==> src/shpa_pkg.sv <==
// constants shared by the serial host port and autoconfig reader
package shpa_pkg;
  localparam int CLK_NS = 10;
  localparam int BYTE_W = 8;
  localparam int ADDR_W = 16;
  localparam logic [7:0] CMD_WREN = 8'h06;
  localparam logic [7:0] CMD_WRITE = 8'h02;
  localparam logic [7:0] CMD_READ = 8'h03;
  localparam logic [7:0] CMD_RDSR = 8'h05;
  localparam logic [7:0] IDLE_BYTE = 8'hFF;
  localparam int PAGE_AW = 5;
  localparam int PAGE_BYTES = 32;
  localparam logic [PAGE_AW-1:0] PAGE_LAST = 5'h1F;
  localparam int STATUS_BUSY_BIT = 0;
  localparam int PROG_TIME_MS = 5;
  localparam int PROG_CYCLES = (PROG_TIME_MS * 1000000) / CLK_NS;
  localparam int PROG_TW = 20;
  localparam int MST_HALF_NS = 80;
  localparam int MST_HALF_CYC = (MST_HALF_NS / CLK_NS) < 1 ? 1 : (MST_HALF_NS / CLK_NS);
  localparam int HDR_BITS = 24;
  localparam logic [1:0] PH_CMD = 2'h0;
  localparam logic [1:0] PH_AHI = 2'h1;
  localparam logic [1:0] PH_ALO = 2'h2;
  localparam logic [1:0] PH_DATA = 2'h3;
  localparam logic [2:0] BIT_LAST = 3'h7;
  localparam int PIN_CS = 0;
  localparam int PIN_SCLK = 1;
  localparam int PIN_MOSI = 2;
  localparam int PIN_MISO = 3;
  localparam int PIN_TSEL = 4;
  localparam int PIN_N = 5;
  typedef enum logic [1:0] {P_IDLE, P_WRITE, P_WAIT} shpa_prog_t;
  typedef enum logic [1:0] {M_IDLE, M_RUN, M_DONE} shpa_mst_t;
endpackage : shpa_pkg

==> src/shpa_wr_if.sv <==
// register write stream between the port logic and its buffer
`timescale 1ns/1ns
interface shpa_wr_if;
  logic valid;
  logic ready;
  logic [15:0] addr;
  logic [7:0] data;
  modport src(output valid, output addr, output data, input ready);
  modport snk(input valid, input addr, input data, output ready);
endinterface : shpa_wr_if

==> src/shpa_buf.sv <==
// small write buffer in flip-flops, valid/ready on both sides
`timescale 1ns/1ns
module shpa_buf #(
  parameter int DEPTH = 2,
  parameter int AW = 16,
  parameter int DW = 8
) (
  input wire logic mclk_i,
  input wire logic srst_i,
  shpa_wr_if.snk in_port,
  output logic out_valid_o,
  output logic [AW-1:0] out_addr_o,
  output logic [DW-1:0] out_data_o,
  input wire logic out_ready_i
);
  localparam int PW = (DEPTH > 1) ? $clog2(DEPTH) : 1;
  localparam logic [PW:0] FULL_CNT = (PW+1)'(DEPTH);
  logic [AW+DW-1:0] mem [DEPTH];
  logic [PW-1:0] wr_ptr, rd_ptr;
  logic [PW:0] count;
  logic push, pop;

  function automatic logic [PW-1:0] ptr_next(input logic [PW-1:0] p);
    ptr_next = (p == PW'(DEPTH - 1)) ? '0 : PW'(p + 1'b1);
  endfunction : ptr_next

  assign in_port.ready = (count != FULL_CNT);
  assign push = in_port.valid && in_port.ready;
  assign pop = out_valid_o && out_ready_i;

  always_ff @(posedge mclk_i) begin
    if (push) begin
      mem[wr_ptr] <= {in_port.addr, in_port.data};
    end
  end

  always_ff @(posedge mclk_i) begin
    if (srst_i) begin
      wr_ptr <= '0;
      rd_ptr <= '0;
      count <= '0;
    end else begin
      if (push) wr_ptr <= ptr_next(wr_ptr);
      if (pop) rd_ptr <= ptr_next(rd_ptr);
      count <= count + (PW+1)'(push) - (PW+1)'(pop);
    end
  end

  // output word held in flops, refreshed from the head after each pop
  always_ff @(posedge mclk_i) begin
    if (srst_i) begin
      out_valid_o <= 1'b0;
      out_addr_o <= '0;
      out_data_o <= '0;
    end else begin
      out_valid_o <= (count - (PW+1)'(pop) + (PW+1)'(push)) != '0;
      if (count - (PW+1)'(pop) != '0) begin
        {out_addr_o, out_data_o} <= mem[pop ? ptr_next(rd_ptr) : rd_ptr];
      end else if (push) begin
        {out_addr_o, out_data_o} <= {in_port.addr, in_port.data};
      end
    end
  end
endmodule : shpa_buf

==> src/shpa_sync.sv <==
// three-stage pin synchroniser with debounced level and edge pulses
`timescale 1ns/1ns
module shpa_sync #(
  parameter int W = 1
) (
  input wire logic mclk_i,
  input wire logic srst_i,
  input wire logic [W-1:0] pin_i,
  output logic [W-1:0] lvl_o,
  output logic [W-1:0] rise_o,
  output logic [W-1:0] fall_o
);
  genvar g;
  generate
    for (g = 0; g < W; g++) begin : g_bit
      logic s1, s2, s3;
      always_ff @(posedge mclk_i) begin
        s1 <= pin_i[g];
        s2 <= s1;
        s3 <= s2;
      end
      // a change only counts once stages two and three agree
      always_ff @(posedge mclk_i) begin
        if (srst_i) begin
          lvl_o[g] <= 1'b1;
          rise_o[g] <= 1'b0;
          fall_o[g] <= 1'b0;
        end else begin
          rise_o[g] <= (s2 == s3) && s3 && !lvl_o[g];
          fall_o[g] <= (s2 == s3) && !s3 && lvl_o[g];
          if (s2 == s3) begin
            lvl_o[g] <= s3;
          end
        end
      end
    end
  endgenerate
endmodule : shpa_sync

==> src/shpa_top.sv <==
// serial host port: register/eeprom slave and autoconfig eeprom reader
`timescale 1ns/1ns
module shpa_top import shpa_pkg::*; #(
  parameter bit HAS_EEPROM = 1'b1,
  parameter int PROG_CYC = PROG_CYCLES,
  parameter int AC_BYTES = 16,
  parameter logic [15:0] AC_ROM_ADDR = 16'h0000,
  parameter logic [15:0] AC_REG_BASE = 16'h0000,
  parameter int BUF_DEPTH = 2
) (
  input wire logic mclk_i,
  input wire logic srst_i,
  input wire logic master_strap_i,
  input wire logic memory_target_select_i,
  input wire logic chip_select_low_i,
  input wire logic sclk_i,
  input wire logic mosi_i,
  input wire logic miso_i,
  output logic miso_o,
  output logic miso_oe_o,
  output logic chip_select_low_o,
  output logic sclk_o,
  output logic mosi_o,
  output logic mst_pins_oe_o,
  output logic autoconfig_done_o,
  output logic [15:0] rd_addr_o,
  output logic rd_en_o,
  input wire logic [7:0] rd_data_i,
  output logic [15:0] ee_addr_o,
  output logic ee_rd_o,
  input wire logic [7:0] ee_rdata_i,
  output logic ee_wr_o,
  output logic [7:0] ee_wdata_o,
  output logic wr_valid_o,
  output logic [15:0] wr_addr_o,
  output logic [7:0] wr_data_o,
  input wire logic wr_ready_i
);
  localparam int MBW = 16;
  localparam logic [MBW-1:0] MST_TOTAL = MBW'(HDR_BITS + BYTE_W * AC_BYTES);
  localparam logic [MBW-1:0] MST_HDR = MBW'(HDR_BITS);
  localparam logic [3:0] HALF_LAST = 4'(MST_HALF_CYC - 1);
  localparam logic [PROG_TW-1:0] PROG_LAST = PROG_TW'(PROG_CYC - 1);
  localparam logic [PAGE_AW:0] PAGE_CNT = (PAGE_AW+1)'(PAGE_BYTES);

  shpa_wr_if wr_q();
  logic [PIN_N-1:0] pin_lvl, pin_rise, pin_fall;
  logic master_mode;
  logic cs_hi, cs_rise, sclk_rise, sclk_fall, byte_done, ee_sel;
  logic [6:0] rx_sh;
  logic [7:0] rx_byte, cmd, tx_sh;
  logic [2:0] bit_cnt;
  logic [1:0] phase;
  logic [15:0] addr;
  logic fetch_req, ee_fetch, load_reg, load_ee, load_idle, wel, ee_wtx, ee_dirty;
  logic slv_push, mst_push;
  logic [7:0] page_buf [PAGE_BYTES];
  logic [15:PAGE_AW] page_sel;
  logic copy_on, copy_rd, copy_cap;
  logic [PAGE_AW:0] copy_idx;
  logic [PAGE_AW-1:0] copy_rd_idx, copy_cap_idx;
  shpa_prog_t prog_st;
  logic prog_start, prog_busy;
  logic [PAGE_AW:0] prog_idx;
  logic [PROG_TW-1:0] prog_tmr;
  shpa_mst_t mst_st;
  logic [3:0] div_cnt;
  logic tick;
  logic [23:0] mst_tx;
  logic [7:0] mst_rx;
  logic [MBW-1:0] mst_bits;
  logic [15:0] mst_waddr;

  // page wrap only for eeprom writes, linear otherwise
  function automatic logic [15:0] next_address(input logic [15:0] a, input logic wrap);
    if (wrap) begin
      next_address = {a[15:PAGE_AW], PAGE_AW'(a[PAGE_AW-1:0] + 1'b1)};
    end else begin
      next_address = 16'(a + 1'b1);
    end
  endfunction : next_address

  shpa_sync #(.W(PIN_N)) u_sync (
    .mclk_i(mclk_i),
    .srst_i(srst_i),
    .pin_i({memory_target_select_i, miso_i, mosi_i, sclk_i, chip_select_low_i}),
    .lvl_o(pin_lvl),
    .rise_o(pin_rise),
    .fall_o(pin_fall)
  );

  shpa_buf #(.DEPTH(BUF_DEPTH), .AW(ADDR_W), .DW(BYTE_W)) u_buf (
    .mclk_i(mclk_i),
    .srst_i(srst_i),
    .in_port(wr_q.snk),
    .out_valid_o(wr_valid_o),
    .out_addr_o(wr_addr_o),
    .out_data_o(wr_data_o),
    .out_ready_i(wr_ready_i)
  );

  // strap caught on the clock while reset is held
  always_ff @(posedge mclk_i) begin
    if (srst_i) master_mode <= master_strap_i;
  end

  assign cs_hi = pin_lvl[PIN_CS] || master_mode;
  assign cs_rise = pin_rise[PIN_CS] && !master_mode;
  assign sclk_rise = pin_rise[PIN_SCLK] && !cs_hi;
  assign sclk_fall = pin_fall[PIN_SCLK] && !cs_hi;
  assign rx_byte = {rx_sh, pin_lvl[PIN_MOSI]};
  assign byte_done = sclk_rise && (bit_cnt == BIT_LAST);
  assign ee_sel = HAS_EEPROM && pin_lvl[PIN_TSEL];
  assign prog_busy = (prog_st != P_IDLE);

  // serial receive framing; deselect returns to the command phase
  always_ff @(posedge mclk_i) begin
    if (srst_i || cs_hi) begin
      bit_cnt <= '0;
      phase <= PH_CMD;
    end else if (sclk_rise) begin
      rx_sh <= rx_byte[6:0];
      bit_cnt <= bit_cnt + 1'b1;
      if (bit_cnt == BIT_LAST && phase != PH_DATA) phase <= phase + 1'b1;
    end
  end

  always_ff @(posedge mclk_i) begin
    if (srst_i) begin
      cmd <= '0;
    end else if (byte_done && phase == PH_CMD) begin
      cmd <= rx_byte;
    end
  end

  // a write byte is stored only once its last bit is sampled
  assign slv_push = byte_done && phase == PH_DATA && cmd == CMD_WRITE && !ee_sel;

  always_ff @(posedge mclk_i) begin
    if (srst_i) begin
      addr <= '0;
    end else if (byte_done && phase == PH_AHI) begin
      addr[15:8] <= rx_byte;
    end else if (byte_done && phase == PH_ALO) begin
      addr[7:0] <= rx_byte;
    end else if (slv_push || (byte_done && phase == PH_DATA && cmd == CMD_WRITE && ee_wtx)) begin
      addr <= next_address(addr, ee_sel);
    end else if (fetch_req) begin
      addr <= next_address(addr, 1'b0);
    end
  end

  // read prefetch: fetch after the low address byte and each data byte, load shifter before next fall
  always_ff @(posedge mclk_i) begin
    if (srst_i || cs_hi) begin
      fetch_req <= 1'b0;
    end else begin
      fetch_req <= byte_done && cmd == CMD_READ && (phase == PH_ALO || phase == PH_DATA);
    end
  end

  always_ff @(posedge mclk_i) begin
    if (srst_i) begin
      rd_en_o <= 1'b0;
      rd_addr_o <= '0;
      load_reg <= 1'b0;
      ee_fetch <= 1'b0;
      load_ee <= 1'b0;
      load_idle <= 1'b0;
    end else begin
      rd_en_o <= fetch_req && !ee_sel;
      if (fetch_req) rd_addr_o <= addr;
      load_reg <= rd_en_o;
      // eeprom data stands only the cycle after its read strobe
      ee_fetch <= fetch_req && ee_sel && !prog_busy;
      load_ee <= ee_fetch;
      load_idle <= fetch_req && ee_sel && prog_busy;
    end
  end

  // transmit shifter and pin, MSB first, updated on falling SCLK
  always_ff @(posedge mclk_i) begin
    if (srst_i) begin
      tx_sh <= '0;
    end else if (byte_done && (phase == PH_CMD ? rx_byte == CMD_RDSR : cmd == CMD_RDSR)) begin
      tx_sh <= '0;
      tx_sh[STATUS_BUSY_BIT] <= prog_busy;
    end else if (load_reg) begin
      tx_sh <= rd_data_i;
    end else if (load_ee) begin
      tx_sh <= ee_rdata_i;
    end else if (load_idle) begin
      tx_sh <= IDLE_BYTE;
    end else if (sclk_fall && miso_oe_o) begin
      tx_sh <= {tx_sh[6:0], 1'b0};
    end
  end

  always_ff @(posedge mclk_i) begin
    if (srst_i || cs_hi) begin
      miso_o <= 1'b0;
      miso_oe_o <= 1'b0;
    end else begin
      if (sclk_fall && miso_oe_o) miso_o <= tx_sh[7];
      if (byte_done && ((phase == PH_CMD && rx_byte == CMD_RDSR) || (phase == PH_ALO && cmd == CMD_READ))) begin
        miso_oe_o <= 1'b1;
      end
    end
  end

  // write-enable latch and eeprom write transaction tracking
  always_ff @(posedge mclk_i) begin
    if (srst_i) begin
      wel <= 1'b0;
      ee_wtx <= 1'b0;
      ee_dirty <= 1'b0;
      prog_start <= 1'b0;
    end else begin
      prog_start <= 1'b0;
      if (cs_rise && phase == PH_AHI && bit_cnt == '0 && cmd == CMD_WREN) begin
        wel <= 1'b1;
      end
      if (byte_done && phase == PH_ALO && cmd == CMD_WRITE && ee_sel && wel && !prog_busy) begin
        ee_wtx <= 1'b1;
      end
      if (byte_done && phase == PH_DATA && ee_wtx) ee_dirty <= 1'b1;
      if (cs_rise && ee_wtx) begin
        prog_start <= ee_dirty && bit_cnt == '0;
        wel <= 1'b0;
        ee_wtx <= 1'b0;
        ee_dirty <= 1'b0;
      end
    end
  end

  // page copy on address completion, then received bytes overlay it
  always_ff @(posedge mclk_i) begin
    if (srst_i) begin
      copy_on <= 1'b0;
      copy_idx <= '0;
      copy_rd <= 1'b0;
      copy_rd_idx <= '0;
      copy_cap <= 1'b0;
      copy_cap_idx <= '0;
      page_sel <= '0;
    end else begin
      // capture two cycles after the request: strobe, then data
      copy_rd <= copy_on;
      copy_rd_idx <= copy_idx[PAGE_AW-1:0];
      copy_cap <= copy_rd;
      copy_cap_idx <= copy_rd_idx;
      if (byte_done && phase == PH_ALO && cmd == CMD_WRITE && ee_sel && wel && !prog_busy) begin
        copy_on <= 1'b1;
        copy_idx <= '0;
        page_sel <= {addr[15:8], rx_byte[7:PAGE_AW]};
      end else if (copy_on) begin
        copy_idx <= copy_idx + 1'b1;
        if (copy_idx[PAGE_AW-1:0] == PAGE_LAST) copy_on <= 1'b0;
      end
    end
  end

  always_ff @(posedge mclk_i) begin
    if (copy_cap) begin
      page_buf[copy_cap_idx] <= ee_rdata_i;
    end else if (byte_done && phase == PH_DATA && ee_wtx) begin
      page_buf[addr[PAGE_AW-1:0]] <= rx_byte;
    end
  end

  // page programming then hold-off while the array is busy
  always_ff @(posedge mclk_i) begin
    if (srst_i) begin
      prog_st <= P_IDLE;
      prog_idx <= '0;
      prog_tmr <= '0;
    end else begin
      case (prog_st)
        P_IDLE: begin
          prog_idx <= '0;
          prog_tmr <= '0;
          if (prog_start) prog_st <= P_WRITE;
        end
        P_WRITE: begin
          prog_idx <= prog_idx + 1'b1;
          if (prog_idx == PAGE_CNT - 1'b1) prog_st <= P_WAIT;
        end
        P_WAIT: begin
          prog_tmr <= prog_tmr + 1'b1;
          if (prog_tmr == PROG_LAST) prog_st <= P_IDLE;
        end
        default: prog_st <= P_IDLE;
      endcase
    end
  end

  // eeprom port: programming, page copy and slave fetch never overlap
  always_ff @(posedge mclk_i) begin
    if (srst_i) begin
      ee_addr_o <= '0;
      ee_rd_o <= 1'b0;
      ee_wr_o <= 1'b0;
      ee_wdata_o <= '0;
    end else begin
      ee_rd_o <= 1'b0;
      ee_wr_o <= 1'b0;
      if (prog_st == P_WRITE) begin
        ee_wr_o <= 1'b1;
        ee_addr_o <= {page_sel, prog_idx[PAGE_AW-1:0]};
        ee_wdata_o <= page_buf[prog_idx[PAGE_AW-1:0]];
      end else if (copy_on) begin
        ee_rd_o <= 1'b1;
        ee_addr_o <= {page_sel, copy_idx[PAGE_AW-1:0]};
      end else if (fetch_req && ee_sel && !prog_busy) begin
        ee_rd_o <= 1'b1;
        ee_addr_o <= addr;
      end
    end
  end

  // autoconfig master; the whole link stalls while the buffer is full
  always_ff @(posedge mclk_i) begin
    if (srst_i || mst_st != M_RUN || !wr_q.ready) begin
      div_cnt <= '0;
      tick <= 1'b0;
    end else begin
      tick <= (div_cnt == HALF_LAST);
      div_cnt <= (div_cnt == HALF_LAST) ? '0 : div_cnt + 1'b1;
    end
  end

  always_ff @(posedge mclk_i) begin
    if (srst_i) begin
      mst_st <= M_IDLE;
      chip_select_low_o <= 1'b1;
      sclk_o <= 1'b0;
      mosi_o <= 1'b0;
      mst_tx <= '0;
      mst_rx <= '0;
      mst_bits <= '0;
      mst_push <= 1'b0;
    end else begin
      mst_push <= 1'b0;
      case (mst_st)
        M_IDLE: begin
          if (master_mode) begin
            mst_st <= M_RUN;
            chip_select_low_o <= 1'b0;
            mst_tx <= {CMD_READ, AC_ROM_ADDR};
            mosi_o <= CMD_READ[7];
          end
        end
        M_RUN: begin
          if (tick && wr_q.ready && !sclk_o) begin
            sclk_o <= 1'b1;
            mst_rx <= {mst_rx[6:0], pin_lvl[PIN_MISO]};
            mst_bits <= mst_bits + 1'b1;
            mst_push <= (mst_bits >= MST_HDR) && (mst_bits[2:0] == BIT_LAST);
          end else if (tick && wr_q.ready) begin
            sclk_o <= 1'b0;
            mst_tx <= {mst_tx[22:0], 1'b0};
            mosi_o <= mst_tx[22];
            if (mst_bits == MST_TOTAL) begin
              chip_select_low_o <= 1'b1;
              mst_st <= M_DONE;
            end
          end
        end
        M_DONE: mst_st <= M_DONE;
        default: mst_st <= M_IDLE;
      endcase
    end
  end

  always_ff @(posedge mclk_i) begin
    if (srst_i) begin
      mst_waddr <= AC_REG_BASE;
      mst_pins_oe_o <= 1'b0;
      autoconfig_done_o <= 1'b0;
    end else begin
      if (mst_push) mst_waddr <= 16'(mst_waddr + 1'b1);
      mst_pins_oe_o <= master_mode;
      autoconfig_done_o <= (mst_st == M_DONE);
    end
  end

  assign wr_q.valid = slv_push || mst_push;
  assign wr_q.addr = master_mode ? mst_waddr : addr;
  assign wr_q.data = master_mode ? mst_rx : rx_byte;
endmodule : shpa_top

==> config.mk <==
export PLATFORM = sky130hd
export DESIGN_NAME = shpa_top
export DESIGN_NICKNAME = d
export VERILOG_FILES = /design/src/shpa_pkg.sv /design/src/shpa_wr_if.sv /design/src/shpa_buf.sv /design/src/shpa_sync.sv /design/src/shpa_top.sv
export SDC_FILE = /design/constraint.sdc
export NUM_CORES = 1
export LEC_CHECK = 0
export BUFFER_PORTS_ARGS = -buffer_cell sky130_fd_sc_hd__buf_2
export CAP_MARGIN = 20
export CELL_PAD_IN_SITES_DETAIL_PLACEMENT = 1
export CELL_PAD_IN_SITES_GLOBAL_PLACEMENT = 1
export CORE_AREA = 2 2 199 280
export CTS_BUF_LIST = sky130_fd_sc_hd__clkbuf_4 sky130_fd_sc_hd__clkbuf_8 sky130_fd_sc_hd__clkbuf_16
export DETAILED_ROUTE_END_ITERATION = 10
export DIE_AREA = 0 0 201 282
export PLACE_DENSITY_LB_ADDON = 0.1
export SETUP_SLACK_MARGIN = 0.5
export SYNTH_ARGS = -nofsm -noshare
export SYNTH_HDL_FRONTEND = slang
export SYNTH_SLANG_ARGS = --single-unit
==> constraint.sdc <==
create_clock -name mclk_i -period 3.8 [get_ports mclk_i]
set_input_delay 0.38 -clock mclk_i [delete_from_list [all_inputs] [get_ports mclk_i]]
set_output_delay 0.38 -clock mclk_i [all_outputs]
set_load 0.005 [all_outputs]
Word level (Yosys, flattened, before mapping)
Memories as Yosys holds them, arrays and structs flattened. A register that Yosys moved wholly into a read port is not among the register bits.
Index checks and enable logic that the tools add are counted.
{"block": "totals", "reg_bits": 277, "n_memories": 2, "ramBits": 304, "out_inout_bits": 75, "elab_cells": 301, "inputBits": 25}
{"block": "op_classes", "bitwise": 5, "reduce_logical": 97, "mux": 65, "eq_ne": 37, "magnitude_cmp": 1, "n_addsub": 16}
{"memory": "page_buf", "depth": 32, "word_bits": 8, "read_ports": 1, "rd_clocked_by_memory_dff": 1, "write_ports": 1, "line": "shpa_top.sv:57", "text": "logic [7:0] page_buf [PAGE_BYTES];"}
{"memory": "u_buf.mem", "depth": 2, "word_bits": 24, "read_ports": 1, "rd_clocked_by_memory_dff": 0, "write_ports": 1, "line": "shpa_buf.sv:18", "text": "logic [AW+DW-1:0] mem [DEPTH];"}
{"operator": "two-way mux 16 bit", "count": 9}
{"operator": "two-way mux 8 bit", "count": 11}
{"operator": "two-way mux 23 bit", "count": 3}
{"operator": "adder 16 x 1 -> 16 bit, second input constant", "count": 3}
{"operator": "one-hot mux 23 bit (2 select lines)", "count": 1}
{"operator": "logical AND 1 bit", "count": 44}
{"operator": "one-hot mux 20 bit (2 select lines)", "count": 1}
{"operator": "two-way mux 1 bit", "count": 27}
{"operator": "== test 8 x 3 -> 1 bit, second input constant", "count": 3}
{"operator": "adder 20 x 1 -> 20 bit, second input constant", "count": 1}
{"operator": "== test 20 x 19 -> 1 bit, second input constant", "count": 1}
{"operator": "inequality test 2 bit, second input constant", "count": 10}
{"operator": "== test 16 x 8 -> 1 bit, second input constant", "count": 1}
{"operator": "== test 8 x 2 -> 1 bit, second input constant", "count": 2}
{"operator": ">= comparator 16 x 5 -> 1 bit, second input constant", "count": 1}
{"operator": "nonzero test 2 bit", "count": 8}
{"operator": "two-way mux 2 bit", "count": 7}
{"operator": "adder 6 x 1 -> 6 bit, second input constant", "count": 2}
{"operator": "one-hot mux 2 bit (3 select lines)", "count": 2}
{"operator": "one-hot mux 6 bit (2 select lines)", "count": 1}
{"operator": "OR reduction 2 bit", "count": 6}
{"operator": "AND reduction 2 bit", "count": 5}
{"operator": "logical NOT 1 bit", "count": 9}
{"operator": "AND reduction 3 bit", "count": 3}
{"operator": "other kinds (29)", "count": 60}

Depth between registers and ports, before layout
{"block": "logic_depth", "depth_word": 11, "depth_mapped": 10, "ltp_nobuf": 9}

Hierarchy
A second synthesis with hierarchy kept.
{"block": "hier_totals", "hier_cells": 1764, "area_unflattened_um2": 23516.3}
{"mod": "shpa_top", "area_per_inst_um2": 19533.7, "cells_per_inst": 1508, "n_inst": 1}
{"mod": "shpa_buf", "area_per_inst_um2": 3090.5, "cells_per_inst": 185, "n_inst": 1}
{"mod": "shpa_sync", "area_per_inst_um2": 892.1, "cells_per_inst": 71, "n_inst": 1}

Worst setup path after synthesis
No wires, ideal clock.
{"block": "synth_timing", "path_kind": "flip-flop to flip-flop", "from": "register cmd[3]", "to": "memory u_buf.mem[0][0] (netlist bit), enable pin", "stages_incl_launch_ff": 5, "synth_period_minus_slack_ps": 3418, "setup_time_ps": 435, "slack_ps": 382, "arrival_time_ps": 2983, "required_time_ps": 3365, "n_path_buf": 0, "path_cell_list": "dfxtp_1 > or4_4 > nor4_4 > a41oi_1 > nor3_1"}
{"block": "synth_via", "elab_chain_cells": 7}
{"item": "from (decl)", "line": "shpa_top.sv:51", "text": "logic [7:0] rx_byte, cmd, tx_sh;"}
{"item": "from (signal assigned)", "line": "shpa_top.sv:132", "text": "cmd <= rx_byte;"}
{"item": "== test 8 x 2 -> 1 bit", "line": "shpa_top.sv:137", "text": "assign slv_push = byte_done && phase == PH_DATA && cmd == CMD_WRITE && !ee_sel;"}
{"item": "logical AND 1 bit (2 in series)", "line": "shpa_top.sv:137"}
{"item": "logical OR 1 bit", "line": "shpa_top.sv:387", "text": "assign wr_q.valid = slv_push || mst_push;"}
{"item": "logical AND 1 bit", "line": "shpa_buf.sv:28", "text": "assign push = in_port.valid && in_port.ready;"}
{"item": "two-way mux 1 bit", "line": "shpa_buf.sv:32", "text": "if (push) begin"}
{"item": "two-way mux 1 bit (implied by the code)", "line": "shpa_buf.sv:33", "text": "mem[wr_ptr] <= {in_port.addr, in_port.data};"}
{"item": "to (decl)", "line": "shpa_buf.sv:18"}
Every way passes these cells.

Worst setup path after layout
{"block": "layout_timing", "from": "register bit_cnt[0]", "to": "memory page_buf[21][3], enable pin"}
{"block": "layout_via", "elab_chain_cells": 9, "word_cells_on_any_way": 10, "cone_classes": "eq/ne (1); mux (5); reduce/logical (4)"}
{"item": "from (decl)", "line": "shpa_top.sv:52", "text": "logic [2:0] bit_cnt;"}
{"item": "from (signal assigned)", "line": "shpa_top.sv:123", "text": "bit_cnt <= bit_cnt + 1'b1;"}
{"item": "== test 3 bit (*)", "line": "shpa_top.sv:112", "text": "assign byte_done = sclk_rise && (bit_cnt == BIT_LAST);"}
{"item": "logical AND 1 bit (*)", "line": "shpa_top.sv:112"}
{"item": "logical AND 1 bit (*) (2 in series)", "line": "shpa_top.sv:266", "text": "end else if (byte_done && phase == PH_DATA && ee_wtx) begin"}
{"item": "two-way mux 1 bit (*)", "line": "shpa_top.sv:266"}
{"item": "two-way mux 1 bit (*)", "line": "shpa_top.sv:264", "text": "if (copy_cap) begin"}
{"item": "two-way mux 1 bit (implied by the code) (*)", "line": "shpa_top.sv:267", "text": "page_buf[addr[PAGE_AW-1:0]] <= rx_byte;"}
{"item": "OR reduction 8 bit (no source line)"}
{"item": "two-way mux 5 bit (no source line) / two-way mux 1 bit (equally long branches)"}
{"item": "to (decl)", "line": "shpa_top.sv:57"}
Mark *: on every way between the ends. The rest lies on a longest branch, timed or not.

==> flow_metrics.env <==
export IMPL_status="finished, final reports clean"
export IMPL_vias=15100
export IMPL_synth_ff_type="edfxtp_1"
export IMPL_syn_nets=1920
export IMPL_area_growth_pct=14.3
export IMPL_cts_buffer_depth=3
export IMPL_hold_path_startpoint="srst_i"
export IMPL_antenna_found_initial=0
export IMPL_start_kind="flip-flop"
export IMPL_viasPerCell=5.53
export IMPL_setup_violations_final=0
export IMPL_first_pass_iters=5
export IMPL_synthesis_instances=1869
export IMPL_num_nets_final=2019
export IMPL_slew_violations=0
export IMPL_die_w_um=201
export IMPL_tightest_slew_ns=0.933
export IMPL_arrival_ns=3.32
export IMPL_initial_core_util=0.428
export IMPL_final_area_um2=26400
export IMPL_yosys_warnings=0
export IMPL_fin_skew_ns=0.0349
export IMPL_post_route_util=0.489
export IMPL_relSlewSlack=0.378
export IMPL_row_count=101
export IMPL_wirelength_um=63800
export IMPL_drive_gt1_frac=0.174
export IMPL_yosys_register_bits=572
export IMPL_grt_pass1_vias=16000
export IMPL_r2r_end="page_buf[21][3]"
export IMPL_fin_tns_setup_ns=0
export IMPL_drt_iter0_markers=777
export IMPL_rsz0062_at_grt="true"
export IMPL_synth_edf_count=312
export IMPL_place_area_um2=24400
export IMPL_hold_violations=0
export IMPL_r2r_start="bit_cnt[0]"
export IMPL_largest_reg_flops=256
export IMPL_max_freq_ghz=0.327
export IMPL_drc=0
export IMPL_power_density_nw_per_um2=493
export IMPL_ff2ff_path_depth=8
export IMPL_synth_seq_area_share=0.631
export IMPL_grt_start_max_net_pins=81
export IMPL_period_needed_ns=3.06
export IMPL_insertion_delay_ns=0.63
export IMPL_hold_end="copy_cap_idx[3]"
export IMPL_io_pins=100
export IMPL_hpwlAfterDp_um=43300
export IMPL_grt_overflow_total=0
export IMPL_core_area_um2=54000
export IMPL_yosysUniqueCellTypes=72
export IMPL_avgSynthCellArea_um2=12.4
export IMPL_required_ns=4.07
export IMPL_cts_sinks=572
export IMPL_ir_drop_mv=0.380
export IMPL_die_area_um2=56700
export IMPL_portBuffers=99
export IMPL_grt_pass1_wl_um=97900
export IMPL_netlist_area_um2=23100
export IMPL_async_flop_share=0
export IMPL_die_y_um=282
export IMPL_h_tree_depth=2
export IMPL_place_congestion=0.822
export IMPL_path_max_fanout=25
export IMPL_finalCritPeriodShare=0.805
export IMPL_cts_root_buffer="clkbuf_16"
export IMPL_regMostFlops="page_buf"
export IMPL_postRouteAntennaNets=0
export IMPL_reg_top3="page_buf: 256 flops, u_buf.mem: 48 flops, prog_tmr: 20 flops"
export IMPL_worstSetupEndpointType="flip-flop"
export IMPL_cellLeakagePower_nw=9.08
export IMPL_reg2reg_slack_ns=0.74
export IMPL_numCtsBuffers=55
export IMPL_drv_cap=0
export IMPL_clkTransAtPathRegs_ns=0.06
export IMPL_num_antenna_cells=0
export IMPL_cts_tree="built"
export IMPL_critPathKind="flip-flop to flip-flop"
export IMPL_holdPathStages=2
export IMPL_grt_usage=0.227
export IMPL_hold_path_class="input pin to flip-flop"
export IMPL_drt_wirelength_per_cell_um=23.3
==> placed cells by master (no fill, tap or decap), drive strengths merged, types with 14 or more instances in the layout <==
| cell | count |
|---|---|
| a21oi | 75 |
| a22oi | 15 |
| a32o | 24 |
| and3 | 14 |
| buf | 141 |
| clkbuf | 78 |
| clkinv | 16 |
| dfxtp | 260 |
| edfxtp | 312 |
| ha | 26 |
| inv | 34 |
| mux2 | 21 |
| mux2i | 98 |
| mux4 | 48 |
| nand2 | 226 |
| nand2b | 32 |
| nand3 | 35 |
| nand4 | 18 |
| nor2 | 191 |
| nor2b | 24 |
| nor3 | 26 |
| nor4 | 16 |
| o21ai | 53 |
| o221ai | 22 |
| xnor2 | 26 |
| xor2 | 32 |
==> metrics by stage <==
step / power, W / instances / hold slack (ns) / worst slack, ns
2_1_floorplan: 0.00723 / 1869 / 0.310 / 1.00
3_3_place_gp: 0.00753 / 2622 / 0.318 / 0.543
3_5_place_dp: 0.00755 / 2622 / 0.318 / 0.367
4_1_cts: 0.0132 / 2729 / 0.00486 / 0.425
5_1_grt: 0.0134 / 2733 / 0.0474 / 0.495
6_report: 0.0130 / 2733 / 0.0414 / 0.743
==> worst max path at each step <==
stage	from	slack, ns	cells after the start	endpoint
floorplan	bit_cnt[0]	1.00	9	page_buf[1][0]
global placement	bit_cnt[0]	0.54	7	page_buf[31][5]
detailed placement	bit_cnt[0]	0.37	8	page_buf[0][7]
CTS	bit_cnt[0]	0.42	8	page_buf[2][2]
global route	bit_cnt[1]	0.49	8	page_buf[21][5]
finish	bit_cnt[0]	0.74	8	page_buf[21][3]
==> cell usage after synthesis (all sizes together) (32+ instances only) <==
library cell | count | share of area
a21oi | 75 | 0.016
clkbuf | 79 | 0.013
dfxtp | 260 | 0.23
edfxtp | 312 | 0.41
inv | 33 | 0.0054
mux2i | 98 | 0.042
mux4 | 48 | 0.047
nand2 | 226 | 0.037
nand2b | 32 | 0.0087
nand3 | 35 | 0.0076
nor2 | 191 | 0.031
o21ai | 53 | 0.011
xor2 | 32 | 0.012
==> cells by family (layout without fill, tap and decap cells) <==
| logic type | Yosys count | after routing | share of synthesized area |
|---|---|---|---|
| buf+inv | 140 | 283 | 0.0255 |
| mux | 167 | 167 | 0.0995 |
| fa+ha+maj | 26 | 26 | 0.0141 |
| xor+xnor | 58 | 58 | 0.0220 |
| flops | 572 | 572 | 0.631 |
| simple gates | 643 | 643 | 0.131 |
| compound gates | 263 | 263 | 0.0772 |
==> routing by layer <==
metal	routed length (µm)	vias up	GRT usage
met2	35100	281	0.440
li1	-	7045	-
met3	2030	103	0.0277
met4	1860	0	0.0720
met1	24800	7692	0.257
met5	0	-	0
==> power breakdown <==
group / switching [W] / internal (W) / leakage, nW / total, W
Combinational: 0.000493 / 0.000255 / 3.24 / 0.000748
Sequential: 0.0000664 / 0.00658 / 4.92 / 0.00665
Clock: 0.00238 / 0.00325 / 0.927 / 0.00563
Total: 0.00294 / 0.0101 / 9.08 / 0.0130
==> critical path: stages, from the launching register on <==
cell and delay [ns]:
dfxtp_1 0.37, ha_1 0.16, ha_1 0.14, and4bb_4 0.44, and4b_1 0.58, nand2_1 0.13, nand2_1 0.16, nand2_1 0.19
nor2_1 0.52
==> final cells by class <==
type | instances | area [µm²]
Clock buffer | 76 | 1580
Clock inverter | 25 | 290
Fill cell | 5608 | 27600
Inverter | 33 | 124
Multi-Input combinational cell | 1157 | 8030
Sequential cell | 572 | 14600
Tap cell | 721 | 902
Timing Repair Buffer | 149 | 902
==> what timing repair did <==
action	CTS	global route
hold buffers	6	0
buffers inserted	0	2
pin swaps	0	1
hold endpoints to repair	6	0
cloned	0	0
endpoints found under the setup margin	106	208
resized for setup	8	18
Power figures use the tool's default switching activity.
